## config.mk

```make
export PLATFORM = sky130hd
export DESIGN_NAME = pll_clock_selector
export DESIGN_NICKNAME = d
export VERILOG_FILES = /design/src/core/pll_clk_pkg.sv /design/src/core/sync_level_if.sv /design/src/core/input_sync.sv /design/src/core/pll_clock_selector.sv
export SDC_FILE = /design/constraint.sdc
export NUM_CORES = 1
export LEC_CHECK = 0
export ABC_CLOCK_PERIOD_IN_PS = 4400
export BUFFER_PORTS_ARGS = -buffer_cell sky130_fd_sc_hd__buf_2
export CAP_MARGIN = 10
export CORE_ASPECT_RATIO = 0.6
export CORE_MARGIN = 2
export CORE_UTILIZATION = 35
export CTS_CLUSTER_SIZE = 8
export DETAILED_ROUTE_END_ITERATION = 8
export GPL_TIMING_DRIVEN = 0
export PLACE_DENSITY = 0.64
export SLEW_MARGIN = 20
export SYNTH_ARGS = -nofsm -noshare
export SYNTH_HDL_FRONTEND = slang
export SYNTH_SLANG_ARGS = --single-unit
```

## constraint.sdc

```tcl
create_clock -name aclk -period 4.4 [get_ports aclk]
set_input_delay 0.66 -clock aclk [delete_from_list [all_inputs] [get_ports aclk]]
set_output_delay 0.66 -clock aclk [all_outputs]
set_load 0.02 [all_outputs]
```

## src/core/pll_clk_pkg.sv

```systemverilog
// Constants, field positions and state types of the PLL clock selector
package pll_clk_pkg;
    // Register byte offsets
    localparam logic [7:0] CTRL_ADDR = 8'h00;
    localparam logic [7:0] BAND_ADDR = 8'h04;
    localparam logic [7:0] PROG_ADDR = 8'h08;
    // Control register fields
    localparam int IE_BIT = 7;
    localparam int FLAG_BIT = 6;
    localparam int ON_BIT = 5;
    localparam int BCS_BIT = 4;
    localparam logic [3:0] CTRL_LOW_READ = 4'hf;
    // Bandwidth register fields
    localparam int AUTO_BIT = 7;
    localparam int LOCK_BIT = 6;
    localparam int ACQ_BIT = 5;
    // Programming register fields
    localparam int MUL_LSB = 4;
    localparam int VRS_LSB = 0;
    // Reset values
    localparam logic [7:0] PROG_RESET = 8'h66;
    localparam logic PLL_ON_RESET = 1'b1;
    // Edges of each source counted across a source change
    localparam logic [1:0] SWITCH_EDGES = 2'h3;
    // Bus answers
    localparam logic [1:0] RESP_OKAY = 2'h0;
    localparam logic [1:0] RESP_SLVERR = 2'h2;
    typedef enum logic [1:0] {SW_RUN, SW_DRAIN_OLD, SW_FILL_NEW} sw_state_t;
endpackage

```

## src/core/sync_level_if.sv

```systemverilog
// Synchronised level with its change events
`timescale 1ns/1ps
`default_nettype none
interface sync_level_if;
    logic level;
    logic rise;
    logic toggle;
    modport source (output level, output rise, output toggle);
    modport sink (input level, input rise, input toggle);
endinterface
`default_nettype wire

```

## src/core/input_sync.sv

```systemverilog
// Three-stage input synchroniser with agreed level and edge events
`timescale 1ns/1ps
`default_nettype none
module input_sync (
    input wire logic aclk,
    input wire logic aresetn,
    input wire logic async_in,
    sync_level_if.source out
);
    logic stage1;
    logic stage2;
    logic stage3;
    logic agreed;

    // Stage one feeds stage two only, to keep metastability contained
    always_ff @(posedge aclk) begin
        if (!aresetn) begin
            stage1 <= 1'b0;
            stage2 <= 1'b0;
            stage3 <= 1'b0;
        end else begin
            stage1 <= async_in;
            stage2 <= stage1;
            stage3 <= stage2;
        end
    end

    // A change counts only once stages two and three agree
    always_ff @(posedge aclk) begin
        if (!aresetn) begin
            agreed <= 1'b0;
        end else if (stage2 == stage3) begin
            agreed <= stage2;
        end
    end

    assign out.level = agreed;
    assign out.rise = (stage2 == stage3) && stage2 && !agreed;
    assign out.toggle = (stage2 == stage3) && (stage2 != agreed);
endmodule
`default_nettype wire

```

## src/core/pll_clock_selector.sv

```systemverilog
// PLL control registers and glitch-free base clock selector
//
// The implementer's own choices: the register offsets and register access over AXI4-Lite.
`timescale 1ns/1ps
`default_nettype none
module pll_clock_selector
    import pll_clk_pkg::*;
(
    input wire logic aclk,
    input wire logic aresetn,
    input wire logic [7:0] s_axi_awaddr,
    input wire logic s_axi_awvalid,
    output logic s_axi_awready,
    input wire logic [31:0] s_axi_wdata,
    input wire logic [3:0] s_axi_wstrb,
    input wire logic s_axi_wvalid,
    output logic s_axi_wready,
    output logic [1:0] s_axi_bresp,
    output logic s_axi_bvalid,
    input wire logic s_axi_bready,
    input wire logic [7:0] s_axi_araddr,
    input wire logic s_axi_arvalid,
    output logic s_axi_arready,
    output logic [31:0] s_axi_rdata,
    output logic [1:0] s_axi_rresp,
    output logic s_axi_rvalid,
    input wire logic s_axi_rready,
    input wire logic crystal_clock,
    input wire logic vco_clock,
    input wire logic pll_lock_in,
    input wire logic pll_track_in,
    input wire logic oscillator_enable_in,
    input wire logic stop_mode_in,
    output logic base_clock_out,
    output logic lock_change_irq,
    output logic osc_run,
    output logic pll_run,
    output logic [3:0] feedback_divide_factor,
    output logic [3:0] vco_range_select,
    output logic auto_bandwidth,
    output logic tracking_select
);
    sync_level_if xtal_s();
    sync_level_if vco_s();
    sync_level_if lock_s();
    sync_level_if track_s();

    logic [7:0] aw_addr;
    logic aw_held;
    logic [7:0] w_data;
    logic w_lane0;
    logic w_held;
    logic wr_go;
    logic [7:0] prog;
    logic pll_power_on;
    logic base_clock_select;
    logic lock_irq_enable;
    logic lock_change_flag;
    logic auto_mode;
    logic tracking_manual;
    logic range_zero;
    logic wr_ctrl;
    logic rd_ctrl;
    logic [7:0] rd_byte;
    logic rd_hit;
    sw_state_t sw_state;
    logic active_src;
    logic [1:0] edge_count;
    logic old_rise;
    logic new_rise;

    input_sync u_xtal (.aclk(aclk), .aresetn(aresetn), .async_in(crystal_clock), .out(xtal_s));
    input_sync u_vco (.aclk(aclk), .aresetn(aresetn), .async_in(vco_clock), .out(vco_s));
    input_sync u_lock (.aclk(aclk), .aresetn(aresetn), .async_in(pll_lock_in), .out(lock_s));
    input_sync u_track (.aclk(aclk), .aresetn(aresetn), .async_in(pll_track_in), .out(track_s));

    assign range_zero = (prog[VRS_LSB +: 4] == 4'h0);
    assign wr_go = aw_held && w_held && !s_axi_bvalid;
    assign wr_ctrl = wr_go && w_lane0 && (aw_addr == CTRL_ADDR);
    assign rd_ctrl = s_axi_arvalid && s_axi_arready && (s_axi_araddr == CTRL_ADDR);

    // Write channel: address and data are caught in either order
    always_ff @(posedge aclk) begin
        if (!aresetn) begin
            aw_held <= 1'b0;
            w_held <= 1'b0;
            aw_addr <= 8'h00;
            w_data <= 8'h00;
            w_lane0 <= 1'b0;
            s_axi_awready <= 1'b1;
            s_axi_wready <= 1'b1;
            s_axi_bvalid <= 1'b0;
            s_axi_bresp <= RESP_OKAY;
        end else begin
            if (s_axi_awvalid && s_axi_awready) begin
                aw_addr <= s_axi_awaddr;
                aw_held <= 1'b1;
                s_axi_awready <= 1'b0;
            end
            if (s_axi_wvalid && s_axi_wready) begin
                w_data <= s_axi_wdata[7:0];
                w_lane0 <= s_axi_wstrb[0];
                w_held <= 1'b1;
                s_axi_wready <= 1'b0;
            end
            if (wr_go) begin
                aw_held <= 1'b0;
                w_held <= 1'b0;
                s_axi_bvalid <= 1'b1;
                s_axi_bresp <= (aw_addr == CTRL_ADDR || aw_addr == BAND_ADDR
                    || aw_addr == PROG_ADDR) ? RESP_OKAY : RESP_SLVERR;
            end
            if (s_axi_bvalid && s_axi_bready) begin
                s_axi_bvalid <= 1'b0;
                s_axi_awready <= 1'b1;
                s_axi_wready <= 1'b1;
            end
        end
    end

    // Read view; hidden bits follow the mode, unimplemented bits read fixed values
    always_comb begin
        rd_hit = 1'b1;
        rd_byte = 8'h00;
        unique case (s_axi_araddr)
            CTRL_ADDR: begin
                rd_byte = {lock_irq_enable && auto_mode, lock_change_flag && auto_mode,
                    pll_power_on, base_clock_select, CTRL_LOW_READ};
            end
            BAND_ADDR: begin
                rd_byte = {auto_mode, lock_s.level && auto_mode,
                    auto_mode ? track_s.level : tracking_manual, 5'h00};
            end
            PROG_ADDR: begin
                rd_byte = prog;
            end
            default: begin
                rd_hit = 1'b0;
            end
        endcase
    end

    // Read channel: one read at a time, answered the cycle after address
    always_ff @(posedge aclk) begin
        if (!aresetn) begin
            s_axi_arready <= 1'b1;
            s_axi_rvalid <= 1'b0;
            s_axi_rdata <= 32'h0000_0000;
            s_axi_rresp <= RESP_OKAY;
        end else begin
            if (s_axi_arvalid && s_axi_arready) begin
                s_axi_arready <= 1'b0;
                s_axi_rvalid <= 1'b1;
                s_axi_rdata <= {24'h00_0000, rd_byte};
                s_axi_rresp <= rd_hit ? RESP_OKAY : RESP_SLVERR;
            end
            if (s_axi_rvalid && s_axi_rready) begin
                s_axi_rvalid <= 1'b0;
                s_axi_arready <= 1'b1;
            end
        end
    end

    // Programming register; software packs N above L
    always_ff @(posedge aclk) begin
        if (!aresetn) begin
            prog <= PROG_RESET;
        end else if (wr_go && w_lane0 && aw_addr == PROG_ADDR && !pll_power_on) begin
            prog <= w_data;
        end
    end

    // PLL on/off and base clock select interlock, both judged on old state
    always_ff @(posedge aclk) begin
        if (!aresetn) begin
            pll_power_on <= PLL_ON_RESET;
            base_clock_select <= 1'b0;
        end else begin
            if (wr_ctrl && !base_clock_select) begin
                pll_power_on <= w_data[ON_BIT];
            end
            // forced zero in stop mode or range zero
            if (stop_mode_in || range_zero) begin
                base_clock_select <= 1'b0;
            // uses old PLL state, so two writes
            // Selecting in the same write that switches off is refused too
            end else if (wr_ctrl && pll_power_on && (w_data[ON_BIT] || !w_data[BCS_BIT])) begin
                base_clock_select <= w_data[BCS_BIT];
            end
        end
    end

    // Bandwidth mode and the manual tracking value kept across auto mode
    always_ff @(posedge aclk) begin
        if (!aresetn) begin
            auto_mode <= 1'b0;
            tracking_manual <= 1'b0;
        end else if (wr_go && w_lane0 && aw_addr == BAND_ADDR) begin
            auto_mode <= w_data[AUTO_BIT];
            if (!auto_mode) begin
                tracking_manual <= w_data[ACQ_BIT];
            end
        end
    end

    // Interrupt enable and lock change flag; a set beats a read clear
    always_ff @(posedge aclk) begin
        if (!aresetn) begin
            lock_irq_enable <= 1'b0;
            lock_change_flag <= 1'b0;
        end else begin
            if (!auto_mode) begin
                lock_irq_enable <= 1'b0;
            end else if (wr_ctrl) begin
                lock_irq_enable <= w_data[IE_BIT];
            end
            // lock toggle sets, control read clears
            if (lock_s.toggle) begin
                lock_change_flag <= 1'b1;
            end else if (rd_ctrl) begin
                lock_change_flag <= 1'b0;
            end
        end
    end

    // Outputs towards the analog loop and the integration module
    always_ff @(posedge aclk) begin
        if (!aresetn) begin
            osc_run <= 1'b0;
            pll_run <= 1'b0;
            lock_change_irq <= 1'b0;
            feedback_divide_factor <= 4'h1;
            vco_range_select <= 4'h0;
            auto_bandwidth <= 1'b0;
            tracking_select <= 1'b0;
        end else begin
            osc_run <= oscillator_enable_in;
            pll_run <= oscillator_enable_in && pll_power_on && !range_zero;
            lock_change_irq <= lock_change_flag && lock_irq_enable && auto_mode;
            feedback_divide_factor <= (prog[MUL_LSB +: 4] == 4'h0) ? 4'h1 : prog[MUL_LSB +: 4];
            vco_range_select <= prog[VRS_LSB +: 4];
            auto_bandwidth <= auto_mode;
            tracking_select <= tracking_manual;
        end
    end

    assign old_rise = active_src ? vco_s.rise : xtal_s.rise;
    assign new_rise = active_src ? xtal_s.rise : vco_s.rise;

    // Source switch: drain old edges, then fill new, output frozen meanwhile.
    // A stopped source stalls the switch; the interlocks keep VCO alive while base_clock_select is set, not while its old edges drain.
    always_ff @(posedge aclk) begin
        if (!aresetn) begin
            sw_state <= SW_RUN;
            active_src <= 1'b0;
            edge_count <= 2'h0;
        end else begin
            unique case (sw_state)
                SW_RUN: begin
                    if (active_src != base_clock_select) begin
                        sw_state <= SW_DRAIN_OLD;
                        edge_count <= 2'h0;
                    end
                end
                SW_DRAIN_OLD: begin
                    if (old_rise) begin
                        if (edge_count == SWITCH_EDGES - 2'h1) begin
                            sw_state <= SW_FILL_NEW;
                            edge_count <= 2'h0;
                        end else begin
                            edge_count <= edge_count + 2'h1;
                        end
                    end
                end
                SW_FILL_NEW: begin
                    if (new_rise) begin
                        if (edge_count == SWITCH_EDGES - 2'h1) begin
                            sw_state <= SW_RUN;
                            active_src <= !active_src;
                            edge_count <= 2'h0;
                        end else begin
                            edge_count <= edge_count + 2'h1;
                        end
                    end
                end
            endcase
        end
    end

    // Base clock toggles once per source rising edge: half rate, even duty
    always_ff @(posedge aclk) begin
        if (!aresetn) begin
            base_clock_out <= 1'b0;
        end else if (sw_state == SW_RUN && active_src == base_clock_select && old_rise) begin
            base_clock_out <= !base_clock_out;
        end
    end

    a_prog_frozen: assert property (@(posedge aclk) disable iff (!aresetn)
        pll_power_on |=> $stable(prog))
        else $error("programming register changed while PLL on");
    a_mul_zero: assert property (@(posedge aclk) disable iff (!aresetn)
        prog[7:4] == 4'h0 |=> feedback_divide_factor == 4'h1)
        else $error("zero multiplier not treated as one");
    a_range_zero: assert property (@(posedge aclk) disable iff (!aresetn)
        range_zero |=> !base_clock_select && !pll_run)
        else $error("range zero did not force crystal");
    a_select_needs_on: assert property (@(posedge aclk) disable iff (!aresetn)
        base_clock_select |-> pll_power_on)
        else $error("VCO selected with PLL off");
    a_on_held: assert property (@(posedge aclk) disable iff (!aresetn)
        base_clock_select |=> pll_power_on)
        else $error("PLL switched off while selected");
    a_two_writes: assert property (@(posedge aclk) disable iff (!aresetn)
        !pll_power_on |=> !base_clock_select)
        else $error("VCO selected in same write as PLL on");
    a_manual_enable: assert property (@(posedge aclk) disable iff (!aresetn)
        !auto_mode |=> !lock_irq_enable)
        else $error("interrupt enable set in manual mode");
    a_manual_read: assert property (@(posedge aclk) disable iff (!aresetn)
        s_axi_arvalid && s_axi_arready && !auto_mode && s_axi_araddr == BAND_ADDR
        |=> !s_axi_rdata[LOCK_BIT])
        else $error("lock read nonzero in manual mode");
    a_flag_set: assert property (@(posedge aclk) disable iff (!aresetn)
        lock_s.toggle |=> lock_change_flag
        ##1 (lock_change_irq == ($past(lock_irq_enable) && $past(auto_mode))))
        else $error("lock toggle did not set flag");
    a_irq_source: assert property (@(posedge aclk) disable iff (!aresetn)
        lock_change_irq |-> $past(lock_change_flag) && $past(auto_mode))
        else $error("interrupt without lock change");
    a_stop_clear: assert property (@(posedge aclk) disable iff (!aresetn)
        stop_mode_in |=> !base_clock_select)
        else $error("stop did not clear select");
    a_osc_gate: assert property (@(posedge aclk) disable iff (!aresetn)
        !oscillator_enable_in |=> !osc_run && !pll_run)
        else $error("oscillator or PLL ran without enable");
    a_hold_static: assert property (@(posedge aclk) disable iff (!aresetn)
        sw_state != SW_RUN |=> $stable(base_clock_out))
        else $error("base clock moved during source change");
    a_half_rate: assert property (@(posedge aclk) disable iff (!aresetn)
        sw_state == SW_RUN && active_src == base_clock_select && old_rise
        |=> base_clock_out != $past(base_clock_out))
        else $error("base clock missed a source edge");
endmodule
`default_nettype wire

```

==> impl_metrics.toml <==
[clock_network]
cts_setup_buffers = 0
clk_pin_slew_ps = 60
root_buffer = "clkbuf_16"
hold_buffers = 0
cts_made_buffers = 9
cts_tree = "done"
clock_latency_ps = 340
post_cts_resized = 0
clock-sinks = 83
htree_levels = 3
cts_buffer_depth = 2

[sta]
rsz0062_at_grt = "false"
hold_violations = 0
slew_viol_final = 0
setup_viol = 0
maxSlewHeadroom = 0.4072
tightest_slew_ps = 877.7
max_freq_ghz = 0.4897
clock_skew_ps = 6.129
tns_ps = 0
whs_ps = 433.6
layout_min_cycle_time_ps = 2042
fin_crit_sh = 0.4641

[power]
vdd_drop_max_mv = 0.2112
p_leak_nw = 1.970
p_per_area_mw_per_mm2 = 429.6
finalPower_mw = 1.910

[synthesis]
async_flop_share = 0
synth_edf_count = 0
ys.flop_type = "dfxtp_1"
yosysTopAreaCell = "dfxtp_1"
ys_types = 46
syn_area_per_cell_um2 = 9.211
syn-cell-area_mm2 = 0.003491
yosys.area.top_type_share = 0.4760
synth.top_cells.by_area = "dfxtp_1, nand2_1, buf_4"
syn_inst = 379
yosysWarnings = 0
synth-seq-cells = 83
ys_seq_area_frac = 0.4760

[hold_path]
hold_class = "reg -> reg"
min_path_cells = 1
min_to = "u_vco.stage2"
holdCritStartpoint = "u_vco.stage1"

[drt]
routed_via_density = 4.605
num_vias = 2846
wirelength_mm = 8.194
drcViolationCount = 0
ant_nets = 0
dr.pass1.iters = 4
wl_per_cell_um = 13.26
drt_iter0_markers = 159

[floorplan]
row_count = 28
start_util = 0.3571
core-area_mm2 = 0.009774
fp.dieH_um = 81.36
die_w_um = 132.9
design.die.area_mm2 = 0.01082
io_pins = 120

[layout]
drive_above_1_share = 0.2298
fin_nets = 549
diodes = 0
area_growth_pct = 27.35
stdcell_count = 618

[global_route]
antenna_found_initial = 0
overflow = 0
grt_pass1_wl_mm = 13.05
grt_pass1_vias = 2570
grt_usage = 0.1580
grt_max_degree = 14

[place]
routabilityCongestion = 0.7605
hpwlAfterDp_mm = 6.289
dpl.cell_count = 602
port-buffer-count = 63

[setup_path]
r2r_slack_ps = 2490
required_ps = 4670
rr_worst_depth = 4
crit_fanout = 5
path_class = "in -> reg"
rr_startpoint = "aw_addr[1]"
startpoint_type = "input pin"
r2r_end = "prog[7]"
arrival_ps = 2310
end_kind = "flip-flop"

[job]
drv_cap = 0

[run_status]
status = "finished, final reports clean"
==> cells in the mapped netlist, types with 4 or more instances <==
library cell	instances
clkbuf_1	17
inv_1	15
and2_1	24
a21boi_0	23
o21ai_0	13
buf_4	26
a21oi_1	6
nand2_1	54
dfxtp_1	83
a22oi_1	4
mux2i_1	16
o211ai_1	6
nor2b_1	9
nand2b_1	6
ha_1	6
nand4b_1	6
nand3_1	12
nor2_1	13
==> logic make-up after synthesis <==
logic type / synth area share
and+or+nand+nor: 0.2283
DFF: 0.4760
muxes: 0.04588
xor gates and xnor gates: 0.005019
adders and majority gates: 0.02150
buffers and inverters: 0.09032
other: 0.001074
AOI/OAI and AO/OA: 0.1319
==> layout by cell type (no fill, tap or decap), types with 3 or more instances in the layout <==
| cell | synthesis | routed |
|---|---|---|
| dfxtp_1 | 83 | 83 |
| a21oi_1 | 6 | 6 |
| a22oi_1 | 4 | 4 |
| o211ai_1 | 6 | 6 |
| conb_1 | 1 | 26 |
| o21ai_0 | 13 | 13 |
| and2_1 | 24 | 24 |
| bufinv_16 | 0 | 4 |
| buf_4 | 26 | 26 |
| inv_1 | 15 | 15 |
| o41ai_1 | 3 | 3 |
| clkbuf_16 | 0 | 9 |
| nand4b_1 | 6 | 6 |
| nand2_1 | 54 | 54 |
| a21boi_0 | 23 | 23 |
| nand3_1 | 12 | 12 |
| buf_2 | 0 | 63 |
| nand2b_1 | 6 | 6 |
| mux2i_1 | 16 | 16 |
| nor2_1 | 13 | 13 |
| nor2b_1 | 9 | 9 |
| ha_1 | 6 | 6 |
| clkbuf_1 | 17 | 18 |
| nor3b_1 | 3 | 3 |
==> worst max-delay path: stages <==
cell     delay, ps
buf_2           90
or4_4          560
o41ai_1        740
a21oi_1        120
nor2_1         140
==> flip-flops by register name, indices dropped and copies added (netlist names), 2 cells and up <==
register,cells
feedback_divide_factor,4
aw_addr,8
prog,8
vco_range_select,4
sw_state,2
s_axi_rdata,8
edge_count,2
w_data,8
==> routing by layer <==
metal | track usage | vias to the layer above | routed length (um)
met3 | 0.05618 | 8 | 465
met2 | 0.2311 | 62 | 3385
met1 | 0.2190 | 1335 | 4260
met5 | 0 | - | 0
li1 | - | 1441 | -
met4 | 0.04516 | 0 | 82
==> where the power goes <==
group / switching [mW] / internal, mW
Clock: 0.292 / 0.643
Sequential: 0.0172 / 0.779
Combinational: 0.105 / 0.0725
==> cell type report <==
type                    instances  area, um^2
well taps                     135       168.9
flip-flops and latches         83        1662
repair buffers                 63       315.3
plain buffers                  43       259.0
inverters                      15       56.30
fillers                       952        5329
clock buffers                  12       256.5
multi-input cells             263        1608
clock inverters                 4       120.1
==> metrics by stage <==
stage / util / cell area [um^2] / setup WS [ps]
2_1_floorplan: - / 3585 / 2471
3_3_place_gp: 0.4163 / 4069 / 2067
3_5_place_dp: 0.4163 / 4069 / 2012
4_1_cts: 0.4548 / 4446 / 2356
5_1_grt: 0.4548 / 4446 / 2244
6_report: 0.4548 / 4446 / 2358
==> how the worst max path moves through the flow <==
stage / startpoint / end / slack (ps) / cells past startpoint
floorplan: s_axi_araddr[1] / lock_change_flag / 2470 / 4
global placement: s_axi_araddr[1] / s_axi_rdata[2] / 2070 / 5
detailed placement: s_axi_araddr[1] / s_axi_rdata[2] / 2010 / 5
CTS: s_axi_araddr[1] / s_axi_rdata[2] / 2360 / 5
global route: s_axi_araddr[1] / s_axi_rdata[0] / 2240 / 5
finish: s_axi_araddr[1] / s_axi_rdata[2] / 2360 / 5
No activity file was read; power rests on OpenSTA's default activity.
